[config.mk]
export PLATFORM = sky130hd
export DESIGN_NAME = ssil_seq_input
export DESIGN_NICKNAME = d
export VERILOG_FILES = /design/src/ssil_pkg.sv /design/src/ssil_seq_input.sv
export VERILOG_INCLUDE_DIRS = /design/src /design/src/src
export SDC_FILE = /design/constraint.sdc
export NUM_CORES = 1
export LEC_CHECK = 0
export BUFFER_PORTS_ARGS = -buffer_cell sky130_fd_sc_hd__buf_2
export CORE_UTILIZATION = 27
export CTS_BUF_LIST = sky130_fd_sc_hd__clkbuf_8
export DETAILED_ROUTE_END_ITERATION = 10
export PLACE_DENSITY = 0.43
export SYNTH_ARGS = -nofsm -noshare
export SYNTH_HDL_FRONTEND = slang
export SYNTH_SLANG_ARGS = --single-unit
[constraint.sdc]
create_clock -name ref_clk -period 2.6 [get_ports ref_clk]
set_input_delay 0.26 -clock ref_clk [delete_from_list [all_inputs] [get_ports ref_clk]]
set_output_delay 0.26 -clock ref_clk [all_outputs]
set_load 0.005 [all_outputs]
[src/ssil_regs.svh]
// Register offsets, field positions, reset values and timing figures
// for the servo sequence-input block. Assumes a byte-addressed,
// word-aligned register port with 8 address bits.
`ifndef SSIL_REGS_SVH
`define SSIL_REGS_SVH

// ----
// Register byte offsets
// ----
`define SSIL_A_CTRL     8'h00
`define SSIL_A_GAIN     8'h04
`define SSIL_A_GNUM1    8'h08
`define SSIL_A_GNUM2    8'h0C
`define SSIL_A_GNUM3    8'h10
`define SSIL_A_GNUM4    8'h14
`define SSIL_A_GDEN     8'h18
`define SSIL_A_STAT     8'h1C
`define SSIL_A_PCNT     8'h20
`define SSIL_A_ASG_HI   2'h1
`define SSIL_N_FN       12

// ----
// Field positions
// ----
`define SSIL_F_OTEN     1:0
`define SSIL_F_OTSTOP   3:2
`define SSIL_F_ECLEDGE  4
`define SSIL_F_LMODE    8:5
`define SSIL_F_IPGDIS   9
`define SSIL_F_GPOS     3:0
`define SSIL_F_GSPD     7:4
`define SSIL_F_GTRQ     11:8
`define SSIL_F_DFILT    13:12
`define SSIL_F_TERM     3:0
`define SSIL_F_INV      4

// ----
// Function slots of the input assignment table
// ----
`define SSIL_FN_FOT     0
`define SSIL_FN_ROT     1
`define SSIL_FN_ACLR    2
`define SSIL_FN_ECL     3
`define SSIL_FN_MSW     4
`define SSIL_FN_GAIN_SELECT_IN    5
`define SSIL_FN_DFA     6
`define SSIL_FN_DFB     7
`define SSIL_FN_GEA     8
`define SSIL_FN_GEB     9
`define SSIL_FN_IPG     10
`define SSIL_FN_SON     11
`define SSIL_FIX_POL    12'h00C

// ----
// Setting codes and reset values
// ----
`define SSIL_OT_STOP    2'h1
`define SSIL_OT_ALARM   2'h2
`define SSIL_LM_PS      4'h3
`define SSIL_LM_PT      4'h4
`define SSIL_LM_ST      4'h5
`define SSIL_LM_SPD     4'h1
`define SSIL_LM_TRQ     4'h2
`define SSIL_GSW_PIN    4'h2
`define SSIL_DF_PAIR    2'h1
`define SSIL_DF_ONE     2'h2
`define SSIL_TERM_MAX   4'hA
`define SSIL_TERM_ECL   4'h7
`define SSIL_TERM_IPG   4'hA
`define SSIL_RST_GEAR   1

// ----
// Alarm bits and the classes that a clear cannot release
// ----
`define SSIL_AL_OT      0
`define SSIL_AL_ECLASG  1
`define SSIL_AL_IPGASG  2
`define SSIL_AL_EXTRES  3
`define SSIL_AL_EXTKEEP 4
`define SSIL_ALM_KEEP   5'h16

// ----
// Timing
// ----
`define SSIL_CLK_HZ     40000000
`define SSIL_CLR_US     120000

`endif

[src/ssil_pkg.sv]
// Types shared by the servo sequence-input block.
// Assumes ssil_regs.svh carries every number.
package ssil_pkg;

    // ----
    // Active control loop
    // ----
    typedef enum logic [1:0]
    {
        SSIL_LOOP_POS = 2'h0,
        SSIL_LOOP_SPD = 2'h1,
        SSIL_LOOP_TRQ = 2'h2
    } ssil_loop_e;

    // ----
    // Alarm-clear sequencer, one-hot
    // ----
    typedef enum logic [2:0]
    {
        SSIL_CLR_IDLE = 3'h1,
        SSIL_CLR_HOLD = 3'h2,
        SSIL_CLR_REL  = 3'h4
    } ssil_clr_e;

    // ----
    // Drive actions handed to the servo loops
    // ----
    typedef struct packed
    {
        logic       main_power_en;
        logic       ot_stop_fwd;
        logic       ot_stop_rev;
        logic [1:0] ot_stop_sel;
        logic       errcnt_zero;
        ssil_loop_e active_loop;
        logic       gain_set2;
        logic [3:0] filter_en;
        logic [4:0] alarm;
    } ssil_drive_s;

endpackage

[src/ssil_seq_input.sv]
// Sequence-input decoder of a servo drive: ten general input
// terminals are mapped to drive functions and turned into actions.
// Assumes terminals come from outside the clock domain, command
// pulses and alarm events come from logic on ref_clk.
//
// Function
// - Overtravel inputs disabled after reset
// - Setting 1: overtravel picks configured stop
// - Setting 2: overtravel raises protection alarm
// - Alarm-clear input polarity fixed active-high
// - Rising edge starts clear; 120 ms releases
// - Completed alarm clear zeroes error counter
// - Latched alarm classes survive alarm clear
// - Error-counter clear only on terminal seven
// - Error-counter clear polarity fixed active-high
// - Error-counter clear zeroes position error
// - Clear on level or rising edge
// - Modes 3-5: switch input picks loop
// - Gain mode 2: input picks gain set
// - Filter select pairs or one of four
// - Two inputs choose one of four numerators
// - Pulse inhibit disabled at reset, enable 0
// - Pulse inhibit only on terminal ten
// - Inhibit ON drops and stops counting pulses
// - Other functions on any terminal, polarity unless fixed
// - Main power only while servo-on asserted
//
// Added by the designer: the placing of the registers and the strobed register port.
`timescale 1ns/100ps
`include "ssil_regs.svh"

module ssil_seq_input
#(
    parameter int GW           = 16,
    parameter int CLR_HOLD_CYC =
        `SSIL_CLR_US * (`SSIL_CLK_HZ / 1000000)
)
(
    // Clock and reset
    input  wire logic                 ref_clk,
    input  wire logic                 rst_b,
    // Register port
    input  wire logic [7:0]           reg_addr,
    input  wire logic [31:0]          reg_wdata,
    input  wire logic                 reg_wr,
    input  wire logic                 reg_rd,
    output      logic [31:0]          reg_rdata,
    // General input terminals 1 to 10, bit 0 is terminal 1
    input  wire logic [9:0]           seq_terminal,
    // Command pulses and alarm events from the drive
    input  wire logic                 cmd_pulse_in,
    input  wire logic                 ext_alarm_res,
    input  wire logic                 ext_alarm_keep,
    // Drive actions
    output      ssil_pkg::ssil_drive_s drive,
    output      logic [GW-1:0]        gear_num,
    output      logic [GW-1:0]        gear_den,
    output      logic                 cmd_pulse_out
);

    localparam int NF = `SSIL_N_FN;
    localparam int CW = $clog2(CLR_HOLD_CYC + 1);
    localparam logic [NF-1:0] FIXP = `SSIL_FIX_POL; // Fixed polarity

    // ----
    // Whole state of the block
    // ----
    typedef struct packed
    {
        logic [9:0]             s1;        // Sync stage one
        logic [9:0]             s2;        // Sync stage two
        logic [9:0]             s3;        // Sync stage three
        logic [9:0]             lvl;       // Accepted levels
        logic [1:0]             ot_en;     // Overtravel enable
        logic [1:0]             ot_stop;   // Overtravel stop choice
        logic                   ecl_edge;  // Clear on edge
        logic [3:0]             lmode;     // Control mode
        logic                   ipg_dis;   // Pulse inhibit disabled
        logic [11:0]            gsw;       // Gain switch modes
        logic [1:0]             dfilt;     // Filter selection
        logic [NF-1:0][4:0]     asg;       // Terminal assignment
        logic [3:0][GW-1:0]     gnum;      // Gear numerators
        logic [GW-1:0]          gden;      // Gear denominator
        ssil_pkg::ssil_clr_e    clr;       // Alarm-clear state
        logic [CW-1:0]          clr_cnt;   // Clear hold counter
        logic                   aclr_prv;  // Previous clear level
        logic                   ecl_prv;   // Previous ecl level
        logic [31:0]            pcnt;      // Accepted pulse count
        logic [31:0]            rdata;     // Read data
        ssil_pkg::ssil_drive_s  drv;       // Drive actions
        logic [GW-1:0]          gear;      // Selected numerator
        logic                   pulse;     // Passed command pulse
    } ssil_state_s;

    ssil_state_s q;        // Registered state
    ssil_state_s next_q;   // Next state

    logic [NF-1:0] fn;     // Decoded function levels
    logic [10:0]   ext;    // Levels with terminal 0 as off

    // ----
    // Function decode from the assignment table
    // ----
    assign ext = {q.lvl, 1'b0};

    // One selector per function, polarity fixed where required
    generate
        for (genvar f = 0; f < NF; f++)
        begin : g_fn
            logic [3:0] term;
            logic       inv;
            logic       fixp;
            assign term = q.asg[f][`SSIL_F_TERM];
            assign inv  = q.asg[f][`SSIL_F_INV];
            assign fixp = FIXP[f];
            // Terminal above ten leaves the function off; terminal 0 is off unless inverted
            assign fn[f] = (term <= `SSIL_TERM_MAX) ?
                ext[term] ^ (inv & ~fixp) : 1'b0;
        end
    endgenerate

    // ----
    // Next-state logic
    // ----
    always_comb
    begin
        logic       fot;
        logic       rot;
        logic       aclr;
        logic       ecl;
        logic       ecl_ok;
        logic       ipg_ok;
        logic       clr_done;
        logic       ipg_on;
        logic [3:0] gsw_act;
        logic [4:0] al_set;
        logic [4:0] al_clr;
        logic [3:0] aidx;

        next_q   = q;
        fot      = fn[`SSIL_FN_FOT];
        rot      = fn[`SSIL_FN_ROT];
        aclr     = fn[`SSIL_FN_ACLR];
        ecl      = fn[`SSIL_FN_ECL];
        clr_done = 1'b0;
        gsw_act  = q.gsw[`SSIL_F_GPOS];
        al_set   = '0;
        al_clr   = '0;
        aidx     = reg_addr[5:2];

        // Three-stage synchroniser; a change is taken once
        // stages two and three agree
        next_q.s1 = seq_terminal;
        next_q.s2 = q.s1;
        next_q.s3 = q.s2;
        for (int i = 0; i < 10; i++)
        begin
            if (q.s2[i] == q.s3[i])
            begin
                next_q.lvl[i] = q.s3[i];
            end
        end

        // Fixed terminals: clear on seven, inhibit on ten
        ecl_ok = (q.asg[`SSIL_FN_ECL][`SSIL_F_TERM] ==
                  `SSIL_TERM_ECL);
        ipg_ok = (q.asg[`SSIL_FN_IPG][`SSIL_F_TERM] ==
                  `SSIL_TERM_IPG);
        al_set[`SSIL_AL_ECLASG] = !ecl_ok &&
            q.asg[`SSIL_FN_ECL][`SSIL_F_TERM] != 4'h0;
        al_set[`SSIL_AL_IPGASG] = !ipg_ok &&
            q.asg[`SSIL_FN_IPG][`SSIL_F_TERM] != 4'h0;
        ecl = ecl & ecl_ok;
        ipg_on = fn[`SSIL_FN_IPG] & ipg_ok & !q.ipg_dis;

        // Overtravel handling by enable setting
        next_q.drv.ot_stop_fwd = 1'b0;
        next_q.drv.ot_stop_rev = 1'b0;
        next_q.drv.ot_stop_sel = q.ot_stop;
        if (q.ot_en == `SSIL_OT_STOP)
        begin
            next_q.drv.ot_stop_fwd = fot;
            next_q.drv.ot_stop_rev = rot;
        end
        else if (q.ot_en == `SSIL_OT_ALARM)
        begin
            al_set[`SSIL_AL_OT] = fot | rot;
        end
        al_set[`SSIL_AL_EXTRES]  = ext_alarm_res;
        al_set[`SSIL_AL_EXTKEEP] = ext_alarm_keep;

        // Alarm-clear sequencer: edge starts, long hold releases
        next_q.aclr_prv = aclr;
        case (q.clr)
            ssil_pkg::SSIL_CLR_IDLE:
            begin
                if (aclr && !q.aclr_prv)
                begin
                    next_q.clr     = ssil_pkg::SSIL_CLR_HOLD;
                    next_q.clr_cnt = CW'(1);
                end
            end
            ssil_pkg::SSIL_CLR_HOLD:
            begin
                if (!aclr)
                begin
                    next_q.clr = ssil_pkg::SSIL_CLR_IDLE;
                end
                else if (q.clr_cnt >= CW'(CLR_HOLD_CYC))
                begin
                    clr_done   = 1'b1;
                    next_q.clr = ssil_pkg::SSIL_CLR_REL;
                end
                else
                begin
                    next_q.clr_cnt = q.clr_cnt + CW'(1);
                end
            end
            ssil_pkg::SSIL_CLR_REL:
            begin
                // Wait for release before a new clear
                if (!aclr)
                begin
                    next_q.clr = ssil_pkg::SSIL_CLR_IDLE;
                end
            end
            default:
            begin
                next_q.clr = ssil_pkg::SSIL_CLR_IDLE;
            end
        endcase

        // Only resettable classes drop; a new event wins
        if (clr_done)
        begin
            al_clr = ~`SSIL_ALM_KEEP;
        end
        next_q.drv.alarm = (q.drv.alarm & ~al_clr) | al_set;

        // Error counter zeroing: level, edge or alarm clear
        next_q.ecl_prv = ecl;
        next_q.drv.errcnt_zero = clr_done;
        if (q.ecl_edge)
        begin
            if (ecl && !q.ecl_prv)
            begin
                next_q.drv.errcnt_zero = 1'b1;
            end
        end
        else if (ecl)
        begin
            next_q.drv.errcnt_zero = 1'b1;
        end

        // Main power only with servo-on and no alarm
        next_q.drv.main_power_en = fn[`SSIL_FN_SON] &&
            (next_q.drv.alarm == 5'h00);

        // Loop selection, fixed modes otherwise
        case (q.lmode)
            `SSIL_LM_SPD:
                next_q.drv.active_loop = ssil_pkg::SSIL_LOOP_SPD;
            `SSIL_LM_TRQ:
                next_q.drv.active_loop = ssil_pkg::SSIL_LOOP_TRQ;
            `SSIL_LM_PS:
                next_q.drv.active_loop = fn[`SSIL_FN_MSW] ?
                    ssil_pkg::SSIL_LOOP_SPD :
                    ssil_pkg::SSIL_LOOP_POS;
            `SSIL_LM_PT:
                next_q.drv.active_loop = fn[`SSIL_FN_MSW] ?
                    ssil_pkg::SSIL_LOOP_TRQ :
                    ssil_pkg::SSIL_LOOP_POS;
            `SSIL_LM_ST:
                next_q.drv.active_loop = fn[`SSIL_FN_MSW] ?
                    ssil_pkg::SSIL_LOOP_TRQ :
                    ssil_pkg::SSIL_LOOP_SPD;
            default:
                next_q.drv.active_loop = ssil_pkg::SSIL_LOOP_POS;
        endcase

        // Gain set follows the active loop's switch mode
        case (q.drv.active_loop)
            ssil_pkg::SSIL_LOOP_SPD:
                gsw_act = q.gsw[`SSIL_F_GSPD];
            ssil_pkg::SSIL_LOOP_TRQ:
                gsw_act = q.gsw[`SSIL_F_GTRQ];
            default:
                gsw_act = q.gsw[`SSIL_F_GPOS];
        endcase
        next_q.drv.gain_set2 = (gsw_act == `SSIL_GSW_PIN) &&
                               fn[`SSIL_FN_GAIN_SELECT_IN];

        // Damping filter selection
        if (q.dfilt == `SSIL_DF_PAIR)
        begin
            next_q.drv.filter_en = fn[`SSIL_FN_DFA] ?
                4'hA : 4'h5;
        end
        else if (q.dfilt == `SSIL_DF_ONE)
        begin
            next_q.drv.filter_en = 4'h1 <<
                {fn[`SSIL_FN_DFB], fn[`SSIL_FN_DFA]};
        end
        else
        begin
            next_q.drv.filter_en = 4'h0;
        end

        // Gear numerator by binary code, shared denominator
        next_q.gear = q.gnum[{fn[`SSIL_FN_GEB],
                              fn[`SSIL_FN_GEA]}];

        // Command pulse gate and count
        next_q.pulse = cmd_pulse_in & !ipg_on;
        if (cmd_pulse_in && !ipg_on)
        begin
            next_q.pcnt = q.pcnt + 32'h1;
        end

        // Register writes
        if (reg_wr)
        begin
            case (reg_addr)
                `SSIL_A_CTRL:
                begin
                    next_q.ot_en    = reg_wdata[`SSIL_F_OTEN];
                    next_q.ot_stop  = reg_wdata[`SSIL_F_OTSTOP];
                    next_q.ecl_edge = reg_wdata[`SSIL_F_ECLEDGE];
                    next_q.lmode    = reg_wdata[`SSIL_F_LMODE];
                    next_q.ipg_dis  = reg_wdata[`SSIL_F_IPGDIS];
                end
                `SSIL_A_GAIN:
                begin
                    next_q.gsw   = reg_wdata[11:0];
                    next_q.dfilt = reg_wdata[`SSIL_F_DFILT];
                end
                `SSIL_A_GNUM1: next_q.gnum[0] = reg_wdata[GW-1:0];
                `SSIL_A_GNUM2: next_q.gnum[1] = reg_wdata[GW-1:0];
                `SSIL_A_GNUM3: next_q.gnum[2] = reg_wdata[GW-1:0];
                `SSIL_A_GNUM4: next_q.gnum[3] = reg_wdata[GW-1:0];
                `SSIL_A_GDEN:  next_q.gden    = reg_wdata[GW-1:0];
                default:
                begin
                    if (reg_addr[7:6] == `SSIL_A_ASG_HI &&
                        aidx < 4'(NF))
                    begin
                        next_q.asg[aidx] = reg_wdata[4:0];
                    end
                end
            endcase
        end

        // Register reads, answered in the following cycle
        next_q.rdata = 32'h0;
        if (reg_rd)
        begin
            case (reg_addr)
                `SSIL_A_CTRL:
                    next_q.rdata = {22'h0, q.ipg_dis, q.lmode,
                        q.ecl_edge, q.ot_stop, q.ot_en};
                `SSIL_A_GAIN:
                    next_q.rdata = {18'h0, q.dfilt, q.gsw};
                `SSIL_A_GNUM1: next_q.rdata = 32'(q.gnum[0]);
                `SSIL_A_GNUM2: next_q.rdata = 32'(q.gnum[1]);
                `SSIL_A_GNUM3: next_q.rdata = 32'(q.gnum[2]);
                `SSIL_A_GNUM4: next_q.rdata = 32'(q.gnum[3]);
                `SSIL_A_GDEN:  next_q.rdata = 32'(q.gden);
                `SSIL_A_STAT:
                    next_q.rdata = {3'h0, q.drv.alarm,
                        2'h0, fn, q.lvl};
                `SSIL_A_PCNT:  next_q.rdata = q.pcnt;
                default:
                begin
                    if (reg_addr[7:6] == `SSIL_A_ASG_HI &&
                        aidx < 4'(NF))
                    begin
                        next_q.rdata = {27'h0, q.asg[aidx]};
                    end
                end
            endcase
        end
    end

    // ----
    // State register with synchronous reset
    // ----
    always_ff @(posedge ref_clk)
    begin
        if (!rst_b)
        begin
            q          <= '0;
            q.ot_en    <= 2'h0;
            q.ipg_dis  <= 1'b1;
            q.clr      <= ssil_pkg::SSIL_CLR_IDLE;
            q.asg[`SSIL_FN_ECL] <= {1'b0, `SSIL_TERM_ECL};
            q.asg[`SSIL_FN_IPG] <= {1'b0, `SSIL_TERM_IPG};
            for (int g = 0; g < 4; g++)
            begin
                q.gnum[g] <= GW'(`SSIL_RST_GEAR);
            end
            q.gden     <= GW'(`SSIL_RST_GEAR);
            q.gear     <= GW'(`SSIL_RST_GEAR);
        end
        else
        begin
            q <= next_q;
        end
    end

    // ----
    // Outputs straight from the state register
    // ----
    assign reg_rdata     = q.rdata;
    assign drive         = q.drv;
    assign gear_num      = q.gear;
    assign gear_den      = q.gden;
    assign cmd_pulse_out = q.pulse;

endmodule

**After elaboration in Yosys (flattened, before gate mapping)**

Index checks and enable logic that the tools add are counted.

- Divide/modulo/power cells: 0
- Eq/ne operators: 41
- Add/sub/neg operators: 2
- Multipliers: 0
- Muxes and demuxes: 70
- $lt $le $gt $ge: 29
- Reduce and logical (&&, ||, !) cells: 33
- Shift-type cells: 1
- Bitwise logic cells: 19

Operator list:

| kind | number |
|---|---|
| 32-bit one-hot mux with 9 select lines | 1 |
| 4-bit by 5-bit < comparator with 1-bit output (second input constant) | 13 |
| 60-bit bitwise mux | 1 |
| 1-bit binary-select mux with 4-bit select | 12 |
| 4-bit <= comparator (second input constant) | 12 |
| 23-bit 2-to-1 mux | 2 |
| 23-bit one-hot mux with 2 select lines | 1 |
| 1-bit 2-to-1 mux | 33 |
| 32-bit by 1-bit adder with 32-bit output (second input constant) | 1 |
| 16-bit binary-select mux with 2-bit select | 1 |
| 8-bit by 5-bit equality test with 1-bit output (second input constant) | 4 |
| 26-bit 2-to-1 mux | 1 |
| 23-bit by 1-bit adder with 23-bit output (second input constant) | 1 |
| 23-bit greater-or-equal comparator (second input constant) | 1 |
| 5-bit binary-select mux with 4-bit select | 1 |
| 5-bit demux with 4-bit select | 1 |
| 2-bit AND reduction | 9 |
| 8-bit by 4-bit equality test with 1-bit output (second input constant) | 2 |
| 16-bit 2-to-1 mux | 1 |
| 4-bit 2-to-1 mux | 4 |
| 5-bit 2-to-1 mux | 3 |
| 4-bit by 2-bit equality test with 1-bit output (second input constant) | 3 |
| 4-bit by 3-bit equality test with 1-bit output (second input constant) | 3 |
| 1-bit equality test | 10 |
| other kinds (36) | 74 |

- Register bits after elaboration: 331
- Bits of input ports: 57
- Output and inout bits: 83
- Logic and storage cells: 249
- Bits in latches: 0
- Bits in read-only memories: 0
- Memories: 0
- Memory bits (writable): 0

**Logic depth before layout (Yosys ltp)**

Gate-level depths: netlist of run 1.

- Depth after elaboration: 11
- Mapped depth: 9
- Mapped depth without buffers: 7

**Least setup slack after synthesis of run 1**

Ideal clock, no wire load.

- Kind: register -> register
- From: register q (netlist bit g_fn[9].term[0])
- To: register q (netlist bit gear_num[10])
- Data arrival time: 1,941 ps
- Path buffers: 1
- Stages on the path, launching flop included: 6
- Data required time: 2,477 ps
- Setup time: 123 ps
- Setup slack: 535 ps
- Period minus slack after synthesis: 2,065 ps
- Path through: dfxtp_1 mux4_2 xnor2_1 o311ai_1 buf_2 o22ai_1

- Cells in the longest elaborated chain, start to end: 6
- Elaborated cells between the ends (all ways): 7
- Classes of those cells: order compare: 1; mux: 5; bitwise: 1

Ends and longest elaborated chain:

| what | line | text |
|---|---|---|
| from (decl) | ssil_seq_input.sv:95 | `ssil_state_s q;` |
| from (signal assigned) | ssil_seq_input.sv:406 | `q <= next_q;` |
| 1-bit binary-select mux with 4-bit select | ssil_seq_input.sv:118 | `ext[term] ^ (inv & ~fixp) : 1'b0;` |
| 1-bit 2-to-1 mux (implied by the code) | ssil_seq_input.sv:118 |  |
| 1-bit bitwise XOR | ssil_seq_input.sv:118 |  |
| 1-bit 2-to-1 mux (*) | ssil_seq_input.sv:117 | `` assign fn[f] = (term <= `SSIL_TERM_MAX) ? `` |
| 16-bit binary-select mux with 2-bit select (*) | ssil_seq_input.sv:310 | `` next_q.gear = q.gnum[{fn[`SSIL_FN_GEB], `` |
| 16-bit 2-to-1 mux (*) | ssil_seq_input.sv:310 |  |

Mark *: on every way between the ends. The rest lies on a longest branch, timed or not. The select of a mux whose other input is x is not followed.
A chain may end at the register's enable or synchronous reset.

**Final worst setup path of run 1**

- From: register q (netlist bit ext[1])
- To: register q (netlist bit gear_num[15])

- Cells in the longest elaborated chain, start to end: 6
- Elaborated cells between the ends (all ways): 10
- Classes of those cells: mux: 8; bitwise: 2

Ends and longest elaborated chain:

| what | line |
|---|---|
| 1-bit binary-select mux with 4-bit select | ssil_seq_input.sv:118 |
| 1-bit 2-to-1 mux (implied by the code) | ssil_seq_input.sv:118 |
| 1-bit bitwise XOR | ssil_seq_input.sv:118 |
| 1-bit 2-to-1 mux | ssil_seq_input.sv:117 |
| 16-bit binary-select mux with 2-bit select (*) | ssil_seq_input.sv:310 |
| 16-bit 2-to-1 mux (*) | ssil_seq_input.sv:310 |

Marks and branches as above.

==> key figures, run 1 <==
Synthesis
  • Ys async rst share: 0
  • Post-synth EDFFs: 0
  • Post-synthesis compound-gate area fraction: 0.1446
  • Ys flop type: dfxtp_1
  • Post-synthesis adder-cell area fraction: 0.003830
  • Synthesized area per cell: 8.692 µm²
  • Yosys warns: 0
  • Cells after Synth: 1879
  • Synth Area in XOR/XNOR: 0.01609
  • Largest area contributor in the netlist: dfxtp_1
  • Post-synth top area share: 0.4057
  • FF+latch count, synth: 331
  • Synthesized area: 0.01633 mm²
  • Mux share of post-synthesis cell area: 0.1400
  • Synth top area cells: dfxtp_1, mux2i_1, nand2_1
  • Syn_nets: 1941
  • Largest family of logic cells by synthesized area: simple AND/OR/NAND/NOR gates
  • Synth Area in Simple Gates: 0.2091
  • Seq/Total Area, Yosys: 0.4057
  • Netlist cell types: 80

Drt
  • Number of vias per cell: 5.088
  • Detail Route Antenna Nets: 0
  • Avg WL per Cell: 20.54 µm
  • Final Routed Wirelength: 57.52 mm
  • Detailed Route Iter0 Violations: 1174
  • First-pass DRT Iterations: 5
  • Via Count: 14250
  • Drc violations: 0

STA
  • Final Hold Vio Count: 0
  • Final Max Slew Viols: 0
  • Worst Tran Pin Value: 0.7456 ns
  • Final Cycle Share: 0.9302
  • Clock Skews: 0.06936 ns
  • Setup ws final: 0.1814 ns
  • Max Freq: 413.5 MHz
  • Final setup violation count: 0
  • Min cycle time layout: 2.419 ns
  • RSZ-0062 raised after global routing: no
  • Normalized max-slew margin: 0.5029

Finish
  • Fillers: 6224
  • Most frequent cells in the layout: dfxtp_1, nand2_1, a21oi_1, nor2_1, mux2i_1
  • Cell Count, Final, Fillers Out: 2800
  • Nets: 2041
  • P&R area growth vs syn: 18.17%
  • Post-layout util: 0.3252
  • Commonest non-fill, non-tap cell in the layout: dfxtp_1
  • Layout cell share with drive strength beyond 1: 0.2006
  • Design Area, Final: 0.01930 mm²

Floorplanning
  • Die width: 248.0 µm
  • Die area: 0.06148 mm²
  • Core area: 0.05935 mm²
  • Site row count: 89
  • Die height: 248.0 µm
  • I/O Pins: 140
  • Starting Density: 0.2752

Status
  • Status: complete, no violations

Global routing
  • Grt peak-use layer: met2
  • Tot GR Track Use: 0.1859
  • Largest net degree at the start of global routing: 124
  • Met1 usage in global routing: 0.2569
  • M3 GR Usage: 0.03168
  • M2 GR Usage: 0.2916
  • Global-route wire length before repair: 86.81 mm
  • Initial antenna violation count: 5
  • Vias in the first global route: 14040
  • Gr ovfl total: 0

Power and ir drop
  • Switching Share: 0.2513
  • Internal power: 8.003 mW
  • Total power: 10.69 mW
  • Clock network power share: 0.472
  • P_leak: 7.325 nW
  • Sequential power share: 0.480
  • Comb pwr share: 0.048
  • IR drop worst, VDD: 344.0 µV
  • Pwr Density: 553.8 mW/mm²
  • Total net switching power: 2.686 mW

Critical path
  • R2R setup slack: 0.18 ns
  • Crit path kind: flop to flop
  • CP endpoint kind: flop
  • Startpoint types: flop
  • CP max FO: 8
  • WP data required: 3.17 ns
  • Worst endpoint data arrival time: 2.98 ns
  • R2r worst-path depth: 7

Placed design
  • Dpl hpwl: 40.27 mm
  • Dpl cell area: 0.01778 mm²
  • I/O Buffers: 123
  • Pre-CTS WS: -0.02038 ns
  • GP Congestion: 0.8357
  • Inst Count DP: 2663

Clock tree
  • Clock buffer depth: 3
  • CTS root buffer: clkbuf_8
  • Clk_lat worst skew: 0.70 ns
  • # clock sinks: 331
  • Clock buffer count from CTS: 60
  • TritonCTS clock tree: yes
  • Reg clk slew, reported paths: 0.06 ns
  • CTS H-tree depth: 2

Hold path
  • Hold Crit Depth: 3
  • Hold crit path type: primary input to flop

Flow run
  • Max Cap Violations: 0
[per-stage QoR]
stage	TNS, ns	hold slack (ns)
global route	0	0.07278
detailed placement	-0.02302	0.4274
global placement	0	0.4260
CTS	0	0.002137
finish	0	0.06346
floorplan	0	0.3774
[registers in the layout, summed over array words and instances, names as in the netlist]
name           cells
cmd_pulse_out      1
drive             18
ext               10
g_fn.inv          12
g_fn.term         48
gear_den          16
gear_num          16
next_q            22
q                156
reg_rdata         32
[critical path: stages (launching register included)]
cell and delay (ns):
dfxtp_1 0.59, mux2i_1 0.12, mux4_2 0.48, xnor2_1 0.17, o22ai_4 0.38, buf_4 0.29, mux2i_1 0.21, o22ai_1 0.10
[power by group through the flow]
| stage | logic [mW] | registers, mW | clock network (mW) |
|---|---|---|---|
| 2_1_floorplan | 0.261 | 5.23 | 0 |
| 3_3_place_gp | 0.476 | 5.24 | 0 |
| 3_5_place_dp | 0.481 | 5.24 | 0 |
| 4_1_cts | 0.515 | 5.13 | 5.22 |
| 5_1_grt | 0.550 | 5.13 | 5.44 |
| 6_report | 0.516 | 5.13 | 5.04 |
[per-layer routing]
metal / up-vias / share of wire
met5: - / 0.00038
met2: 409 / 0.45
li1: 6771 / -
met4: 4 / 0.025
met1: 6966 / 0.47
met3: 97 / 0.057
[final cells by class]
cell class	instances	area, µm²	share of cell area
multi-input cells	1305	8426	0.4365
flip-flops and latches	331	6629	0.3434
repair buffers	263	1972	0.1022
clock buffers	76	1046	0.05419
well taps	773	967.2	0.05011
clock inverters	31	181.4	0.009400
inverters	18	72.57	0.003760
diodes	3	7.507	0.0003890
[path summary, 6_finish.rpt]
path                                   to                    from
setup / recovery  gear_num[15]$_SDFF_PN0_     ext[1]$_SDFFE_PN0N_
hold reg to reg    next_q[309]$_SDFF_PN0_  next_q[319]$_SDFF_PN0_
setup reg to reg  gear_num[15]$_SDFF_PN0_     ext[1]$_SDFFE_PN0N_
hold / removal    reg_rdata[7]$_SDFF_PN0_             reg_addr[2]
[cell usage after synthesis (17+ instances only)]
cell,n
buf_4,89
o22ai_1,33
mux4_2,41
nand2_1,308
mux2i_1,126
buf_2,32
and3_1,27
inv_1,17
a21oi_1,164
nor2_1,133
nand3_1,69
a22oi_1,21
and2_1,41
nand2b_1,39
clkbuf_1,92
o21ai_0,38
dfxtp_1,331
[timing repair]
item                                    4_1_cts  5_1_grt
endpoints found under the hold margin        88        0
hold buffers                                 26        0
buffers inserted                              0        1
endpoints found under the setup margin        0       27
resized for setup                             0        2
[kinds of logic (layout without fill, tap and decap cells)]
kind of cell / count (synthesis) / after routing
adders and majority gates: 5 / 5
xor gates and xnor gates: 30 / 30
DFF: 331 / 331
AOI/OAI and AO/OA: 374 / 374
other: 0 / 3
and+or+nand+nor: 720 / 720
muxes: 176 / 176
buffers and inverters: 243 / 388
(Power assumes the default switching activity.)
==> inputs of run 2 (changes only) <==
--- a/config.mk
+++ b/config.mk
@@ -6,11 +6,12 @@
 export SDC_FILE = /design/constraint.sdc
 export NUM_CORES = 1
 export LEC_CHECK = 0
+export ABC_AREA = 1
 export BUFFER_PORTS_ARGS = -buffer_cell sky130_fd_sc_hd__buf_2
 export CORE_UTILIZATION = 27
 export CTS_BUF_LIST = sky130_fd_sc_hd__clkbuf_8
 export DETAILED_ROUTE_END_ITERATION = 10
-export PLACE_DENSITY = 0.43
+export PLACE_DENSITY = 0.45
 export SYNTH_ARGS = -nofsm -noshare
 export SYNTH_HDL_FRONTEND = slang
 export SYNTH_SLANG_ARGS = --single-unit
==> constraint.sdc (replaced) <==
create_clock -name ref_clk -period 2.2 [get_ports ref_clk]
set_input_delay 0.22 -clock ref_clk [delete_from_list [all_inputs] [get_ports ref_clk]]
set_output_delay 0.22 -clock ref_clk [all_outputs]
set_load 0.005 [all_outputs]
==> run 2 against run 1 <==
Synthesized cell count up 26%. Total power is 27% higher. Clock skew is 0.041 ns lower. Flip-flop and latch count unchanged. Count of clock-buffer cells in the layout up 3. Register-to-register slack about the same. Largest cell class unchanged. Via count rose by 15%. Die area is 2.9% higher.
==> key figures, run 2 <==
Critical path
  • R2R setup slack: 0.19 ns (was 0.18 ns)
  • Startpoint types: flop (unchanged)
  • Worst r2r src: g_fn[8].term[0]$_SDFFE_PN0P_ (was ext[1]$_SDFFE_PN0N_)
  • CP max FO: 12 (was 8)
  • Crit path kind: flop to flop (unchanged)
  • Worst endpoint data arrival time: 2.60 ns (was 2.98 ns)
  • R2r worst-path depth: 13 (was 7)
  • FF-to-FF End: gear_num[2]$_SDFF_PN0_ (was gear_num[15]$_SDFF_PN0_)
  • WP data required: 2.78 ns (was 3.17 ns)
  • CP endpoint kind: flop (unchanged)

Power and ir drop
  • Pwr Density: 682.3 mW/mm² (was 553.8 mW/mm²)
  • Switching Share: 0.2434 (was 0.2513)
  • IR drop worst, VDD: 441.6 µV (was 344.0 µV)
  • P_leak: 7.949 nW (was 7.325 nW)
  • Total net switching power: 3.314 mW (was 2.686 mW)
  • Sequential power share: 0.446 (was 0.480)
  • Comb pwr share: 0.052 (was 0.048)
  • Clock network power share: 0.502 (was 0.472)
  • Internal power: 10.30 mW (was 8.003 mW)
  • Total power: 13.61 mW (was 10.69 mW)

Hold path
  • Hold EP: g_fn[4].inv$_SDFFE_PN0P_ (was reg_rdata[7]$_SDFF_PN0_)
  • Hold path startpoint: reg_addr[2] (unchanged)
  • Hold Crit Depth: 5 (was 3)
  • Hold crit path type: primary input to flop (unchanged)

Clock tree
  • CTS root buffer: clkbuf_8 (unchanged)
  • CTS H-tree depth: 2 (unchanged)
  • # clock sinks: 331 (unchanged)
  • Reg clk slew, reported paths: 0.07 ns (was 0.06 ns)
  • Postcts setup bufs: 0 (unchanged)
  • TritonCTS clock tree: yes (unchanged)
  • Clk_lat worst skew: 0.68 ns (was 0.70 ns)
  • Clock buffer depth: 3 (unchanged)
  • Clock buffer count from CTS: 61 (was 60)

Status
  • Status: complete, no violations (unchanged)

Drt
  • Via Count: 16360 (was 14250)
  • Detailed Route Iter0 Violations: 1233 (was 1174)
  • Drc violations: 0 (unchanged)
  • Number of vias per cell: 4.853 (was 5.088)
  • WL met3: 3.201 mm (was 3.287 mm)
  • First-pass DRT Iterations: 6 (was 5)
  • Detail Route Antenna Nets: 0 (unchanged)
  • Final Routed Wirelength: 63.38 mm (was 57.52 mm)
  • Met1 Wirelength: 28.89 mm (was 26.87 mm)
  • Top sig layer: met4 (was met5)
  • Avg WL per Cell: 18.80 µm (was 20.54 µm)
  • Met2 WL: 29.42 mm (was 25.93 mm)

STA
  • Final Hold Vio Count: 0 (unchanged)
  • Final Cycle Share: 0.9149 (was 0.9302)
  • Final setup violation count: 0 (unchanged)
  • Min cycle time layout: 2.013 ns (was 2.419 ns)
  • Final TNS setup: 0 ns (unchanged)
  • Final Max Slew Viols: 0 (unchanged)
  • Max Freq: 496.8 MHz (was 413.5 MHz)
  • Clock Skews: 0.02840 ns (was 0.06936 ns)
  • Normalized max-slew margin: 0.5116 (was 0.5029)
  • Worst Tran Pin Value: 0.7317 ns (was 0.7456 ns)

Synthesis
  • Post-synth EDFFs: 0 (unchanged)
  • Largest area contributor in the netlist: dfxtp_1 (unchanged)
  • Ys flop type: dfxtp_1 (unchanged)
  • Most common cell in the netlist: nand2_1 (was dfxtp_1)
  • Yosys warns: 0 (unchanged)
  • Ys async rst share: 0 (unchanged)
  • Post-synth top area share: 0.3941 (was 0.4057)
  • Synth top area cells: dfxtp_1, nand2_1, a21oi_1 (was dfxtp_1, mux2i_1, nand2_1)
  • Synthesized area: 0.01681 mm² (was 0.01633 mm²)
  • Syn_nets: 2424 (was 1941)
  • Synthesized area per cell: 7.119 µm² (was 8.692 µm²)
  • Netlist cell types: 49 (was 80)
  • Commonest cells post-synth: nand2_1, dfxtp_1, a21oi_1, inv_1 (was dfxtp_1, nand2_1, a21oi_1, nor2_1, mux2i_1)
  • Cells after Synth: 2362 (was 1879)
  • FF+latch count, synth: 331 (unchanged)
  • Seq/Total Area, Yosys: 0.3941 (was 0.4057)

Placed design
  • GP Congestion: 0.9308 (was 0.8357)
  • Inst Count DP: 3230 (was 2663)
  • I/O Buffers: 123 (unchanged)
  • Dpl hpwl: 46.35 mm (was 40.27 mm)

Finish
  • Cell Count, Final, Fillers Out: 3371 (was 2800)
  • Nets: 2549 (was 2041)
  • Post-layout util: 0.3239 (was 0.3252)
  • Max reg flops: 156 (unchanged)
  • P&R area growth vs syn: 18.64% (was 18.17%)
  • Commonest non-fill, non-tap cell in the layout: nand2_1 (was dfxtp_1)
  • Diodes inserted: 0 (was 3)
  • Most frequent cells in the layout: nand2_1, dfxtp_1, a21oi_1, inv_1 (was dfxtp_1, nand2_1, a21oi_1, nor2_1, mux2i_1)
  • Fillers: 6729 (was 6224)
  • Largest Register: q (unchanged)
  • Layout cell share with drive strength beyond 1: 0.1725 (was 0.2006)

Floorplanning
  • Starting Density: 0.2730 (was 0.2752)
  • Die area: 0.06328 mm² (was 0.06148 mm²)
  • Site row count: 91 (was 89)
  • Die height: 251.6 µm (was 248.0 µm)
  • Core area: 0.06160 mm² (was 0.05935 mm²)
  • Die width: 251.6 µm (was 248.0 µm)
  • I/O Pins: 140 (unchanged)

Global routing
  • Global-route wire length before repair: 96.59 mm (was 86.81 mm)
  • Tot GR Track Use: 0.1995 (was 0.1859)
  • Initial antenna violation count: 0 (was 5)
  • Vias in the first global route: 15810 (was 14040)
  • Gr ovfl total: 0 (unchanged)
  • Largest net degree at the start of global routing: 99 (was 124)

Flow run
  • Max Cap Violations: 0 (unchanged)
## run 2: cell families (layout without fill, tap and decap cells)
family / after synthesis / after routing / share of synthesized area
simple gates: 907 / 907 / 0.2508
compound gates: 602 / 602 / 0.1963
buf+inv: 472 / 644 / 0.1317
flops: 331 / 331 / 0.3941
xor+xnor: 45 / 45 / 0.02344
fa+ha+maj: 5 / 5 / 0.003721
## run 2: worst max-delay path by stage
stage,to,slack [ns],from,cells after the start
6_report,gear_num[2]$_SDFF_PN0_,0.19,g_fn[8].term[0]$_SDFFE_PN0P_,13
5_1_grt,gear_num[2]$_SDFF_PN0_,-0.006,g_fn[8].term[0]$_SDFFE_PN0P_,13
4_1_cts,gear_num[2]$_SDFF_PN0_,0.01,ext[5]$_SDFFE_PN0N_,13
3_5_place_dp,gear_num[2]$_SDFF_PN0_,0.01,g_fn[8].term[0]$_SDFFE_PN0P_,13
3_3_place_gp,gear_num[2]$_SDFF_PN0_,0.05,g_fn[8].term[1]$_SDFFE_PN0P_,13
2_1_floorplan,q[115]$_SDFFE_PN0P_,0.49,q[101]$_SDFFE_PN0P_,10
## run 2: cell type report
class	count	area [µm²]	area share
Sequential cell	331	6626	0.3322
Tap cell	837	1047	0.05250
Clock inverter	31	317.8	0.01593
Clock buffer	79	1087	0.05450
Inverter	279	1057	0.05300
Multi-Input combinational cell	1559	7985	0.4003
Timing Repair Buffer	255	1828	0.09163
## run 2: routing by layer
layer,track usage,vias to the layer above
met1,0.2644,7667
met5,0,-
li1,-,8108
met3,0.02775,108
met4,0.07073,0
met2,0.3292,477
## run 2: worst max-delay path, cell delays in order, from the launching register on
cell,delay (ns)
dfxtp_1,0.43
inv_2,0.11
nand3_1,0.09
nand2_1,0.06
inv_1,0.05
nand2_1,0.04
nand3_1,0.10
nand2_1,0.08
nand2_2,0.13
nand3_2,0.17
buf_4,0.25
nand2_1,0.07
nand3_1,0.14
a21oi_4,0.21
## run 2: repair_timing
item,in CTS,in global routing
hold buffers,31,0
endpoints found under the hold margin,118,0
endpoints found under the setup margin,0,1
resized for setup,0,2
## run 2: through the flow
| step | setup slack, ns | hold WS (ns) | cell area [µm²] |
|---|---|---|---|
| floorplan | 0.4942 | 0.3176 | 16810 |
| global placement | 0.04672 | 0.3957 | 18220 |
| detailed placement | 0.01380 | 0.3987 | 18220 |
| CTS | 0.01404 | 0.1347 | 19940 |
| global route | -0.005553 | 0.1768 | 19950 |
| finish | 0.1872 | 0.1650 | 19950 |
## run 2: power groups by stage
stage	Clock (mW)	Combinational, mW	Sequential, mW
2_1_floorplan	0	0.359	6.20
3_3_place_gp	0	0.662	6.21
3_5_place_dp	0	0.665	6.21
4_1_cts	7.03	0.709	6.07
5_1_grt	7.28	0.774	6.08
6_report	6.83	0.704	6.08
